`config.mk`:
```
export PLATFORM = sky130hd
export DESIGN_NAME = hsp_target
export DESIGN_NICKNAME = d
export VERILOG_FILES = /design/src/hsp_pkg.sv /design/src/hsp_line_if.sv /design/src/hsp_line_sync.sv /design/src/hsp_target.sv
export SDC_FILE = /design/constraint.sdc
export NUM_CORES = 1
export LEC_CHECK = 0
export ABC_AREA = 1
export BUFFER_PORTS_ARGS = -buffer_cell sky130_fd_sc_hd__buf_2
export CAP_MARGIN = 20
export CORE_AREA = 5 5 88 90
export DETAILED_ROUTE_END_ITERATION = 10
export DIE_AREA = 0 0 93 95
export PLACE_DENSITY = 0.9
export SLEW_MARGIN = 30
export SYNTH_ARGS = -nofsm -noshare
export SYNTH_HDL_FRONTEND = slang
export SYNTH_SLANG_ARGS = --single-unit
```
`constraint.sdc`:
```
create_clock -name clk -period 4 [get_ports clk]
set_input_delay 0.8 -clock clk [delete_from_list [all_inputs] [get_ports clk]]
set_output_delay 0.8 -clock clk [all_outputs]
set_load 0.03 [all_outputs]
```
`src/hsp_pkg.sv`:
```
// Package of constants and types shared by the two-wire target port files.
`default_nettype none
package hsp_pkg;
	// Seven-bit bus address selected by a low address-select pin.
	localparam logic [6:0] ADDR_LOW = 7'h40;
	// Seven-bit bus address selected by a high address-select pin.
	localparam logic [6:0] ADDR_HIGH = 7'h41;
	// Reset value of the register pointer.
	localparam logic [7:0] PTR_RESET = 8'h00;
	// Number of bits in one byte on the wire.
	localparam logic [3:0] BYTE_BITS = 4'h8;
	// Master code prefix that announces high rate operation.
	localparam logic [4:0] MCODE_PFX = 5'h01;
	// Transfer phases of the target port.
	typedef enum logic [2:0] {
		HSP_IDLE  = 3'b000,
		HSP_DEVA  = 3'b001,
		HSP_PTR   = 3'b010,
		HSP_WDAT  = 3'b011,
		HSP_RDAT  = 3'b100,
		HSP_MCODE = 3'b101
	} hsp_phase_t;
endpackage : hsp_pkg
`default_nettype wire

```
`src/hsp_line_if.sv`:
```
// Interface carrying filtered bus line events from the sampler to the port.
`default_nettype none
interface hsp_line_if;
	logic scl_rise; // One-cycle pulse on a clock line rising edge.
	logic scl_fall; // One-cycle pulse on a clock line falling edge.
	logic start;    // One-cycle pulse on a START or repeated START.
	logic stop;     // One-cycle pulse on a STOP.
	logic sda;      // Settled data line level.
	modport src (output scl_rise, output scl_fall, output start, output stop, output sda);
	modport dst (input scl_rise, input scl_fall, input start, input stop, input sda);
endinterface : hsp_line_if
`default_nettype wire

```
`src/hsp_line_sync.sv`:
```
// Three-stage sampler and edge finder for the bus clock and data lines.
`default_nettype none
module hsp_line_sync (
	// Clock and reset.
	input  wire logic clk,
	input  wire logic rst_b,
	// Raw bus lines.
	input  wire logic scl_in,
	input  wire logic sda_in,
	// Line events.
	hsp_line_if.src   ev
);
	logic [2:0] scl_sh_reg; // Clock line shift chain.
	logic [2:0] sda_sh_reg; // Data line shift chain.
	logic       scl_reg;    // Settled clock line level.
	logic       sda_reg;    // Settled data line level.
	wire        scl_agree = (scl_sh_reg[1] == scl_sh_reg[2]);
	wire        sda_agree = (sda_sh_reg[1] == sda_sh_reg[2]);
	wire        scl_next  = scl_agree ? scl_sh_reg[2] : scl_reg;
	wire        sda_next  = sda_agree ? sda_sh_reg[2] : sda_reg;

	// Shift the lines in; a level counts once stages two and three agree.
	always_ff @(posedge clk or negedge rst_b)
	begin
		if (!rst_b)
		begin
			scl_sh_reg <= 3'h7;
			sda_sh_reg <= 3'h7;
			scl_reg    <= 1'b1;
			sda_reg    <= 1'b1;
		end
		else
		begin
			scl_sh_reg <= {scl_sh_reg[1:0], scl_in};
			sda_sh_reg <= {sda_sh_reg[1:0], sda_in};
			scl_reg    <= scl_next;
			sda_reg    <= sda_next;
		end
	end

	// Edges and bus conditions derived from the settled levels.
	assign ev.scl_rise = !scl_reg && scl_next;
	assign ev.scl_fall = scl_reg && !scl_next;
	assign ev.start    = scl_reg && scl_next && sda_reg && !sda_next;
	assign ev.stop     = scl_reg && scl_next && !sda_reg && sda_next;
	assign ev.sda      = sda_reg;
endmodule : hsp_line_sync
`default_nettype wire

```
`src/hsp_target.sv`:
```
// Two-wire bus target port with an auto-incrementing register pointer.
`default_nettype none
// How it works
// - Target only; never drives clock, START, STOP.
// - Never holds the clock line low.
// - Data open-drain; clock is input only.
// - Pointer steps after every data byte.
// - Nonexistent pointer address gets not-acknowledge.
// - Transfers continue after invalid pointer.
// - Invalid location reads return zeros.
// - Sequential read runs whole range, wraps.
// - Address pin picks 40h or 41h.
// - Invalid writes discarded, not acknowledged.
// - Unacknowledged master code enters high rate until STOP.
module hsp_target (
	// Clock and reset.
	input  wire logic       clk,
	input  wire logic       rst_b,
	// Bus pins; clock line is only an input.
	input  wire logic       scl_in,
	input  wire logic       sda_in,
	output var  logic       sda_out,
	output var  logic       sda_oe_b,
	// Address select pin.
	input  wire logic       addr_sel,
	// Register store side.
	input  wire logic [7:0] valid_map_lo,
	input  wire logic [7:0] valid_map_hi,
	input  wire logic [7:0] reg_rdata,
	output var  logic [7:0] reg_addr,
	output var  logic [7:0] reg_wdata,
	output var  logic       reg_wr,
	// Mode status.
	output var  logic       high_rate_operation
);
	hsp_line_if ev ();

	// Line sampler feeding the event interface.
	hsp_line_sync u_sync (
		.clk    (clk),
		.rst_b  (rst_b),
		.scl_in (scl_in),
		.sda_in (sda_in),
		.ev     (ev)
	);

	hsp_pkg::hsp_phase_t phase_reg;   // Current transfer phase.
	logic [7:0]          shift_reg;   // Byte shift register.
	logic [3:0]          bit_reg;     // Bits seen in this byte.
	logic                ack_reg;     // In the ninth bit slot.
	logic                ackd_reg;    // Master acknowledged last read byte.
	logic [7:0]          ptr_reg;     // Register pointer.
	logic [6:0]          addr_reg;    // Address from the select pin, sampled every clock.
	logic                hold_reg;    // Pull the data line low.
	logic                wr_reg;      // Write strobe.
	logic [7:0]          wdata_reg;   // Write data.
	logic                hr_reg;      // High rate operation flag.

	// Validity is a window of valid pointer values given by the store side.
	function automatic logic ptr_ok(input logic [7:0] p, input logic [7:0] lo,
		input logic [7:0] hi);
		ptr_ok = (p >= lo) && (p <= hi);
	endfunction : ptr_ok

	wire [7:0] byte_now  = {shift_reg[6:0], ev.sda};
	wire       byte_done = ev.scl_rise && !ack_reg && (bit_reg == hsp_pkg::BYTE_BITS - 4'h1);
	wire       cur_ok    = ptr_ok(ptr_reg, valid_map_lo, valid_map_hi);
	wire [7:0] ptr_inc   = ptr_reg + 8'h01;
	wire [7:0] rd_byte   = cur_ok ? reg_rdata : 8'h00;
	wire [6:0] my_addr   = addr_reg;
	wire       addr_hit  = (byte_now[7:1] == my_addr);

	// Sample the address-select level on every clock after reset release.
	always_ff @(posedge clk or negedge rst_b)
	begin
		if (!rst_b)
			addr_reg <= hsp_pkg::ADDR_LOW;
		else
			addr_reg <= addr_sel ? hsp_pkg::ADDR_HIGH : hsp_pkg::ADDR_LOW;
	end

	// High rate flag: set by an unanswered master code, cleared by STOP.
	always_ff @(posedge clk or negedge rst_b)
	begin
		if (!rst_b)
			hr_reg <= 1'b0;
		else if (ev.stop)
			hr_reg <= 1'b0;
		else if (phase_reg == hsp_pkg::HSP_MCODE && ack_reg && ev.scl_rise && ev.sda)
			hr_reg <= 1'b1;
	end

	// Main transfer sequencer; the clock line is only ever observed.
	always_ff @(posedge clk or negedge rst_b)
	begin
		if (!rst_b)
		begin
			phase_reg <= hsp_pkg::HSP_IDLE;
			shift_reg <= 8'h00;
			bit_reg   <= 4'h0;
			ack_reg   <= 1'b0;
			ackd_reg  <= 1'b0;
			ptr_reg   <= hsp_pkg::PTR_RESET;
			hold_reg  <= 1'b0;
			wr_reg    <= 1'b0;
			wdata_reg <= 8'h00;
		end
		else
		begin
			wr_reg <= 1'b0;
			if (ev.stop)
			begin
				// STOP ends any transfer and releases the line.
				phase_reg <= hsp_pkg::HSP_IDLE;
				hold_reg  <= 1'b0;
				ack_reg   <= 1'b0;
			end
			else if (ev.start)
			begin
				// START or repeated START; master frames every transfer.
				phase_reg <= hsp_pkg::HSP_DEVA;
				bit_reg   <= 4'h0;
				ack_reg   <= 1'b0;
				hold_reg  <= 1'b0;
			end
			else if (phase_reg != hsp_pkg::HSP_IDLE)
			begin
				if (ev.scl_rise && !ack_reg)
				begin
					// Sample one bit, most significant first.
					shift_reg <= byte_now;
					bit_reg   <= bit_reg + 4'h1;
				end
				if (byte_done)
				begin
					unique case (phase_reg)
						hsp_pkg::HSP_DEVA:
						begin
							if (byte_now[7:3] == hsp_pkg::MCODE_PFX)
								phase_reg <= hsp_pkg::HSP_MCODE;
							else if (!addr_hit)
								phase_reg <= hsp_pkg::HSP_IDLE;
						end
						hsp_pkg::HSP_PTR:
							ptr_reg <= byte_now;
						hsp_pkg::HSP_WDAT:
						begin
							// Invalid writes are dropped; the pointer steps anyway.
							wr_reg    <= cur_ok;
							wdata_reg <= byte_now;
						end
						default:
						begin
						end
					endcase
				end
				if (ev.scl_fall && bit_reg == hsp_pkg::BYTE_BITS && !ack_reg)
				begin
					// Enter the acknowledge slot.
					ack_reg <= 1'b1;
					unique case (phase_reg)
						hsp_pkg::HSP_DEVA:  hold_reg <= 1'b1;
						hsp_pkg::HSP_PTR:   hold_reg <= cur_ok;
						hsp_pkg::HSP_WDAT:  hold_reg <= ptr_ok(ptr_reg - 8'h01,
							valid_map_lo, valid_map_hi);
						default:            hold_reg <= 1'b0;
					endcase
					if (phase_reg == hsp_pkg::HSP_WDAT)
						ptr_reg <= ptr_reg;
				end
				else if (ev.scl_rise && ack_reg)
					ackd_reg <= !ev.sda;
				else if (ev.scl_fall && ack_reg)
				begin
					// Leave the acknowledge slot and choose the next phase.
					ack_reg <= 1'b0;
					bit_reg <= 4'h0;
					unique case (phase_reg)
						hsp_pkg::HSP_DEVA:
							phase_reg <= shift_reg[0] ? hsp_pkg::HSP_RDAT : hsp_pkg::HSP_PTR;
						hsp_pkg::HSP_PTR:
							phase_reg <= hsp_pkg::HSP_WDAT;
						hsp_pkg::HSP_RDAT:
							if (!ackd_reg)
								phase_reg <= hsp_pkg::HSP_IDLE;
						hsp_pkg::HSP_MCODE:
							phase_reg <= hsp_pkg::HSP_IDLE;
						default:
						begin
						end
					endcase
					if (phase_reg == hsp_pkg::HSP_RDAT && ackd_reg)
					begin
						// Load the next byte from the stepped, wrapped pointer.
						shift_reg <= rd_byte;
						hold_reg  <= !rd_byte[7];
					end
					else if (phase_reg == hsp_pkg::HSP_DEVA && shift_reg[0])
					begin
						shift_reg <= rd_byte;
						hold_reg  <= !rd_byte[7];
						ackd_reg  <= 1'b1;
					end
					else
						hold_reg <= 1'b0;
				end
				else if (phase_reg == hsp_pkg::HSP_RDAT && !ack_reg && ev.scl_fall)
				begin
					// Drive the next read bit while the clock is low.
					if (bit_reg == hsp_pkg::BYTE_BITS)
						hold_reg <= 1'b0;
					else
						hold_reg <= !shift_reg[7];
				end
				// A sent byte steps the pointer as its last bit ends, whatever the master
				// answers, so the next byte is fetched from the new location in time.
				if (phase_reg == hsp_pkg::HSP_RDAT && ev.scl_fall && !ack_reg &&
					bit_reg == hsp_pkg::BYTE_BITS)
					ptr_reg <= ptr_inc;
				if (phase_reg == hsp_pkg::HSP_WDAT && byte_done)
					ptr_reg <= ptr_inc;
			end
		end
	end

	// Read bits are sampled on the rise, so shift data after each rise.
	// The shift register holds the outgoing byte; bit seven is the next bit.

	// Outputs from flip-flops; line pulled low only, never the clock.
	always_ff @(posedge clk or negedge rst_b)
	begin
		if (!rst_b)
		begin
			sda_out             <= 1'b1;
			sda_oe_b            <= 1'b1;
			reg_addr            <= hsp_pkg::PTR_RESET;
			reg_wdata           <= 8'h00;
			reg_wr              <= 1'b0;
			high_rate_operation <= 1'b0;
		end
		else
		begin
			sda_out             <= 1'b0;
			sda_oe_b            <= !hold_reg;
			reg_addr            <= (phase_reg == hsp_pkg::HSP_WDAT) ? ptr_reg - 8'h01 : ptr_reg;
			reg_wdata           <= wdata_reg;
			reg_wr              <= wr_reg;
			high_rate_operation <= hr_reg;
		end
	end
endmodule : hsp_target
`default_nettype wire

```
==> impl_metrics.sql, run 1 <==
INSERT INTO impl_metrics (metric_group, metric, value, unit) VALUES
('status', 'result_of_the_run', 'finished, final reports clean', ''),
('finish', 'nFillCells', '555', ''),
('global_route', 'grt_usage', '23.0', '%'),
('synthesis', 'yosysSeqAreaShare', '41.1', '%'),
('floorplanning', 'initial_utilization', '57.1', '%'),
('sta', 'postLayoutSetupSlackWorst', '1.59', 'ns'),
('floorplanning', 'num_rows', '31', ''),
('clocking', 'cts_root_buf', 'sky130_fd_sc_hd__clkbuf_8', ''),
('routing', 'per_cell_routed_wire_length', '14.6', 'µm'),
('clocking', 'ctsResizeCount', '0', ''),
('synthesis', 'synth-seq-cells', '65', ''),
('sta', 'finalHoldViolations', '0', ''),
('sta', 'finalSetupViolCount', '0', ''),
('global_route', 'grt_first_pass_wirelength', '15900', 'µm'),
('global_route', 'antenna_violations_before_repair', '0', ''),
('sta', 'finalCriticalPeriod', '2.41', 'ns'),
('floorplanning', 'placeableCoreArea', '0.00698', 'mm²'),
('finish', 'final_cell_count_without_fillers', '632', ''),
('finish', 'layout_common_cells', 'sky130_fd_sc_hd__nand2_1, sky130_fd_sc_hd__inv_1, sky130_fd_sc_hd__dfrtp_1', ''),
('routing', 'drc', '0', ''),
('global_route', 'via_count_of_the_first_global_routing_pass', '3512', ''),
('synthesis', 'synth-edff-count', '0', ''),
('finish', 'multi_input_area', '0.00201', 'mm²'),
('finish', 'final_common_cell', 'sky130_fd_sc_hd__nand2_1', ''),
('routing', 'first_iter_violations', '317', ''),
('synthesis', 'mappedNetlistArea', '0.00399', 'mm²'),
('placement', 'placedCellCount', '616', ''),
('setup_path', 'criticalPathCategory', 'register to register', ''),
('clocking', 'cts.clk_slew.worst_paths', '0.08', 'ns'),
('sta', 'fin_skew', '0.0121', 'ns'),
('clocking', 'post-cts-setup-buffer-count', '0', ''),
('routing', 'dr_total_vias', '3519', ''),
('global_route', 'grt_start_max_net_pins', '66', ''),
('placement', 'dpl_cell_area', '0.00430', 'mm²'),
('synthesis', 'count_of_mapped_cells_out_of_synthesis', '491', ''),
('clocking', 'cts_num_sinks', '65', ''),
('floorplanning', 'dieHeight', '95', 'µm'),
('clocking', 'insertion_delay', '0.36', 'ns'),
('finish', 'drive_gt1_share', '19.6', '%'),
('finish', 'regArea', '0.00164', 'mm²'),
('placement', 'preCtsSetupSlack', '1.61', 'ns'),
('placement', 'hpwlAfterDp', '7060', 'µm'),
('clocking', 'tritoncts_clock_tree', 'yes', ''),
('flow_run', 'cap_viol_max_count', '0', ''),
('sta', 'grt_setup_unrepaired', 'no', ''),
('clocking', 'postCtsHoldBufs', '0', ''),
('setup_path', 'worstPathArrival', '2.71', 'ns'),
('synthesis', 'synthesis.area_per_instance', '8.12', 'µm²'),
('synthesis', 'share_of_flip_flops_with_an_asynchronous_set_or_reset', '100', '%'),
('synthesis', 'postSynth.topFlopCell', 'sky130_fd_sc_hd__dfrtp_1', ''),
('floorplanning', 'die-area', '0.00884', 'mm²'),
('finish', 'antenna_cells', '0', ''),
('floorplanning', 'ios', '49', ''),
('setup_path', 'cp.required', '4.30', 'ns'),
('sta', 'max_freq', '0.414', 'GHz'),
('clocking', 'cts_inserted_buffers', '9', ''),
('floorplanning', 'die-width', '93', 'µm'),
('setup_path', 'worstSetupEndpointType', 'register', ''),
('placement', 'place.port_buffers', '48', ''),
('setup_path', 'largest_fanout_on_the_critical_path', '9', ''),
('finish', 'flow.area_growth_from_synthesis', '13.2', '%'),
('synthesis', 'ys_warn_count', '0', ''),
('power_and_ir_drop', 'maximum_ir_drop_on_the_vdd_rail', '0.239', 'mV'),
('clocking', 'cts-htree-levels', '3', ''),
('routing', 'detail_route.first_pass.iterations', '5', ''),
('setup_path', 'timing.critical_path.from_type', 'register', ''),
('clocking', 'ctsLongestPathBuffers', '2', ''),
('sta', 'max_slew.worst_pin.slew', '0.781', 'ns'),
('finish', 'final_cell_area', '0.00451', 'mm²'),
('power_and_ir_drop', 'leakage', '2.39', 'nW'),
('sta', 'finalMaxSlewViolations', '0', '');
==> area by class of cell <==
cell class | instances | area share [%]
inverters | 76 | 6.38
repair buffers | 50 | 5.66
flip-flops and latches | 65 | 36.3
multi-input cells | 343 | 44.6
well taps | 82 | 2.28
clock buffers | 11 | 3.36
clock inverters | 5 | 1.39
==> synth_stat cells, types with 3 or more instances <==
cell	instances	area, µm²
sky130_fd_sc_hd__dfstp_2	10	263
sky130_fd_sc_hd__ha_1	36	450
sky130_fd_sc_hd__nor3_1	6	30.0
sky130_fd_sc_hd__buf_2	4	20.0
sky130_fd_sc_hd__inv_1	66	248
sky130_fd_sc_hd__o21ai_2	4	35.0
sky130_fd_sc_hd__nor2_1	29	109
sky130_fd_sc_hd__xor2_1	12	105
sky130_fd_sc_hd__nand2_4	3	33.8
sky130_fd_sc_hd__dfrtp_1	55	1380
sky130_fd_sc_hd__o21ai_1	12	60.1
sky130_fd_sc_hd__o211ai_2	4	50.1
sky130_fd_sc_hd__nand2_2	6	37.5
sky130_fd_sc_hd__a21oi_1	22	110
sky130_fd_sc_hd__nand3_1	28	140
sky130_fd_sc_hd__o21a_1	4	30.0
sky130_fd_sc_hd__nand2_1	122	458
sky130_fd_sc_hd__inv_2	8	30.0
sky130_fd_sc_hd__nand4_1	5	31.3
sky130_fd_sc_hd__o21ai_0	25	125
sky130_fd_sc_hd__a31oi_1	6	37.5
sky130_fd_sc_hd__a22oi_1	3	22.5
==> layer usage <==
layer / up-vias / wire (µm) / part of all wire, % / global-route usage [%]
met5: - / 0 / 0 / 0
met4: 0 / 416 / 4.5 / 11.8
met3: 46 / 596 / 6.5 / 5.98
met2: 169 / 4570 / 50 / 39.0
met1: 1611 / 3630 / 39 / 26.8
li1: 1693 / - / - / -
==> report_power, final <==
| part | leakage (nW) | switching (mW) | internal [mW] |
|---|---|---|---|
| clock network | 0.102 | 0.261 | 0.324 |
| registers | 0.833 | 0.0356 | 0.696 |
| logic | 1.45 | 0.102 | 0.0561 |
| total | 2.39 | 0.399 | 1.08 |
==> critical path: stages, from the launching register on <==
cell and delay (ns):
sky130_fd_sc_hd__dfrtp_1 0.51, sky130_fd_sc_hd__inv_1 0.11, sky130_fd_sc_hd__nand2_1 0.07, sky130_fd_sc_hd__nor2_1 0.15, sky130_fd_sc_hd__nand4_1 0.15, sky130_fd_sc_hd__xor2_1 0.34, sky130_fd_sc_hd__ha_1 0.32, sky130_fd_sc_hd__a21oi_1 0.15
sky130_fd_sc_hd__o21a_1 0.13, sky130_fd_sc_hd__nand2_1 0.05, sky130_fd_sc_hd__nand2_1 0.06, sky130_fd_sc_hd__nand3_1 0.08, sky130_fd_sc_hd__nand3_1 0.09, sky130_fd_sc_hd__nand3_1 0.07, sky130_fd_sc_hd__nand2_1 0.06
==> metrics by stage <==
| step | utilization [%] | total power [mW] |
|---|---|---|
| 3_5_place_dp | 61.5 | 0.899 |
| 6_report | 64.6 | 1.48 |
| 4_1_cts | 64.6 | 1.49 |
| 5_1_grt | 64.6 | 1.54 |
| 3_3_place_gp | 61.5 | 0.890 |
| 2_1_floorplan | - | 0.832 |
==> logic make-up after synthesis <==
kind of cell | Yosys count | share of synthesized area, %
other | 1 | 0.0941
AND/OR/NAND/NOR | 207 | 23.3
XOR/XNOR | 13 | 2.86
buffers and inverters | 83 | 8.41
flip-flops | 65 | 41.1
adder cells (fa/ha/maj) | 36 | 11.3
AO/OA/AOI/OAI | 86 | 12.9
==> worst paths after layout <==
kind / from / end / slack [ns] / cells after the start
setup / recovery: ptr_reg[2] / hold_reg / 1.59 / 14
hold / removal: wr_reg / reg_wr / 0.36 / 0
setup reg to reg: ptr_reg[2] / hold_reg / 1.59 / 14
hold reg to reg: wr_reg / reg_wr / 0.36 / 0
max in group asynchronous: rst_b / bit_reg[2] / 2.88 / 2
min in group asynchronous: rst_b / reg_wdata[2] / 0.61 / 2
Power figures use the tool's default switching activity.
==> run 2, diff against run 1 <==
--- a/config.mk
+++ b/config.mk
@@ -8,10 +8,10 @@
 export ABC_AREA = 1
 export BUFFER_PORTS_ARGS = -buffer_cell sky130_fd_sc_hd__buf_2
 export CAP_MARGIN = 20
-export CORE_AREA = 5 5 88 90
+export CORE_AREA = 5 5 89 91
 export DETAILED_ROUTE_END_ITERATION = 10
-export DIE_AREA = 0 0 93 95
-export PLACE_DENSITY = 0.9
+export DIE_AREA = 0 0 94 96
+export PLACE_DENSITY = 0.89
 export SLEW_MARGIN = 30
 export SYNTH_ARGS = -nofsm -noshare
 export SYNTH_HDL_FRONTEND = slang
==> constraint.sdc (replaced) <==
create_clock -name clk -period 2.35 [get_ports clk]
set_input_delay 0.47 -clock clk [delete_from_list [all_inputs] [get_ports clk]]
set_output_delay 0.47 -clock clk [all_outputs]
set_load 0.03 [all_outputs]
==> impl_metrics.sql, run 2 (same netlist as run 1, synthesis figures left out) <==
INSERT INTO impl_metrics (metric_group, metric, value, unit) VALUES
('power_and_ir_drop', 'int_power', '1.91', 'mW'),
('routing', 'drt_wl_total', '9370', 'µm'),
('setup_path', 'reg2reg_slack', '0.17', 'ns'),
('routing', 'routed_via_count_divided_by_cell_count', '5.38', ''),
('clocking', 'insertion_delay', '0.35', 'ns'),
('floorplanning', 'num_rows', '31', ''),
('sta', 'finalCriticalPeriod', '2.18', 'ns'),
('clocking', 'postCtsHoldBufs', '0', ''),
('placement', 'hpwlAfterDp', '7090', 'µm'),
('power_and_ir_drop', 'power.switching_fraction', '26.7', '%'),
('power_and_ir_drop', 'p_total', '2.61', 'mW'),
('power_and_ir_drop', 'clock_power_share', '41.5', '%'),
('sta', 'grt_setup_unrepaired', 'yes', ''),
('power_and_ir_drop', 'maximum_ir_drop_on_the_vdd_rail', '0.525', 'mV'),
('sta', 'max_freq', '0.458', 'GHz'),
('clocking', 'tritoncts_clock_tree', 'yes', ''),
('clocking', 'cts_num_sinks', '65', ''),
('placement', 'dpl_cell_area', '0.00437', 'mm²'),
('power_and_ir_drop', 'comb_power_share', '10.7', '%'),
('floorplanning', 'dieHeight', '96', 'µm'),
('setup_path', 'criticalPathCategory', 'register to register', ''),
('sta', 'final.period_utilization', '92.8', '%'),
('routing', 'post_drt_antenna_nets', '0', ''),
('sta', 'finalHoldViolations', '0', ''),
('status', 'result_of_the_run', 'finished, final reports clean', ''),
('sta', 'fin_skew', '0.0127', 'ns'),
('floorplanning', 'die-area', '0.00902', 'mm²'),
('routing', 'first_iter_violations', '347', ''),
('clocking', 'ctsLongestPathBuffers', '2', ''),
('setup_path', 'crit_top_cell', 'sky130_fd_sc_hd__nand3_1', ''),
('global_route', 'antenna_violations_before_repair', '0', ''),
('setup_path', 'crit_path_cell_trace', 'inv_1 > ha_1 > nand3_1 > xor2_1 > ha_1 > nand2_1 > nor2_1 > nor3_1 > nand2_1 > nand3_1 > nand3_1 > nand3_1 > nand2_1', ''),
('min_path', 'class_of_the_worst_hold_path', 'input pin to asynchronous set/reset pin', ''),
('floorplanning', 'placeableCoreArea', '0.00706', 'mm²'),
('floorplanning', 'initial_utilization', '56.5', '%'),
('setup_path', 'worstPathArrival', '2.43', 'ns'),
('setup_path', 'critPathSlowestCell', 'sky130_fd_sc_hd__dfrtp_2', ''),
('floorplanning', 'ios', '49', ''),
('floorplanning', 'die-width', '94', 'µm'),
('finish', 'layout_common_cells', 'sky130_fd_sc_hd__nand2_1, sky130_fd_sc_hd__inv_1, sky130_fd_sc_hd__dfrtp_1', ''),
('global_route', 'via_count_of_the_first_global_routing_pass', '3484', ''),
('power_and_ir_drop', 'power_density', '564', 'mW/mm²'),
('setup_path', 'largest_fanout_on_the_critical_path', '8', ''),
('clocking', 'cts.clk_slew.worst_paths', '0.08', 'ns'),
('global_route', 'grt_start_max_net_pins', '51', ''),
('power_and_ir_drop', 'leakage', '2.44', 'nW'),
('finish', 'flow.area_growth_from_synthesis', '16.0', '%'),
('clocking', 'cts-htree-levels', '3', ''),
('global_route', 'grt_first_pass_wirelength', '15700', 'µm'),
('setup_path', 'cp.required', '2.59', 'ns'),
('finish', 'final_cell_area', '0.00462', 'mm²'),
('placement', 'gp_routability_congestion', '0.948', ''),
('setup_path', 'cp_slowest_stage_delay', '0.47', 'ns'),
('finish', 'final_common_cell', 'sky130_fd_sc_hd__nand2_1', ''),
('finish', 'drive_gt1_share', '21.4', '%'),
('sta', 'finalMaxSlewViolations', '0', ''),
('placement', 'place.port_buffers', '48', ''),
('setup_path', 'worstSetupEndpointType', 'register', ''),
('setup_path', 'timing.critical_path.from_type', 'register', ''),
('flow_run', 'cap_viol_max_count', '0', ''),
('routing', 'per_cell_routed_wire_length', '14.3', 'µm'),
('global_route', 'gr-total-overflow', '0', ''),
('finish', 'num-nets-final', '616', ''),
('sta', 'finalSetupViolCount', '0', ''),
('power_and_ir_drop', 'p_sw', '0.695', 'mW'),
('clocking', 'cts_root_buf', 'sky130_fd_sc_hd__clkbuf_8', ''),
('power_and_ir_drop', 'seq_power_share', '47.8', '%'),
('clocking', 'cts_inserted_buffers', '9', ''),
('routing', 'dr_total_vias', '3526', ''),
('global_route', 'grt_usage', '22.5', '%'),
('finish', 'antenna_cells', '0', ''),
('routing', 'detail_route.first_pass.iterations', '6', ''),
('routing', 'drc', '0', '');
==> run 2: final timing paths <==
path | startpoint | to | cells past startpoint
max | ptr_reg[0] | hold_reg | 13
max in group asynchronous | rst_b | u_sync.scl_sh_reg[2] | 2
min | rst_b | reg_wdata[6] | 1
min in group clk | sda_in | u_sync.sda_sh_reg[0] | 1
max reg2reg | ptr_reg[0] | hold_reg | 13
min reg2reg | u_sync.sda_sh_reg[0] | u_sync.sda_sh_reg[1] | 0
==> run 2: per-layer routing <==
| layer | vias up | wire [µm] | GRT usage [%] |
|---|---|---|---|
| li1 | 1713 | - | - |
| met1 | 1629 | 3850 | 27.0 |
| met2 | 152 | 4730 | 39.1 |
| met3 | 32 | 562 | 5.47 |
| met4 | 0 | 230 | 8.30 |
| met5 | - | 0 | 0 |
==> run 2: timing repair <==
item / CTS / global route
gates resized for setup: 0 / 5
endpoints found under the setup margin: 0 / 3
hold endpoints to repair: 0 / 0
setup buffers: 0 / 0
==> run 2: metrics by stage <==
| step | instances | setup TNS [ns] | hold slack [ns] | util (%) | worst slack, ns |
|---|---|---|---|---|---|
| 6_report | 655 | 0 | 0.00853 | 65.5 | 0.168 |
| 5_1_grt | 655 | -0.0412 | 0.0270 | 65.5 | -0.0412 |
| 4_1_cts | 655 | 0 | 0.0147 | 65.2 | 0.129 |
| 3_5_place_dp | 639 | 0 | 0.345 | 62.0 | 0.138 |
| 3_3_place_gp | 639 | 0 | 0.336 | 62.0 | 0.218 |
| 2_1_floorplan | 491 | 0 | 0.174 | - | 0.282 |
==> run 2: power by group through the flow <==
stage / logic [mW] / registers (mW) / clock network (mW)
finish: 0.279 / 1.25 / 1.08
global route: 0.319 / 1.25 / 1.16
CTS: 0.276 / 1.24 / 1.10
detailed placement: 0.275 / 1.26 / 0
global placement: 0.263 / 1.26 / 0
floorplan: 0.153 / 1.26 / 0
==> run 2: layout make-up <==
class / count / area [µm²]
tap: 99 / 124
clock buffer: 10 / 138
multi-input combinational: 343 / 2030
sequential: 65 / 1640
inverter: 76 / 288
fill: 545 / 2440
timing repair buffer: 56 / 313
clock inverter: 6 / 90.1
==> run 2: worst max-delay path, delay by kind of cell, from the launching register on <==
family / cells / cell delay (ns)
AND/OR/NAND/NOR: 9 / 0.74
adder cells (fa/ha/maj): 2 / 0.53
XOR/XNOR: 1 / 0.25
flip-flops: 1 / 0.47
buffers and inverters: 1 / 0.08
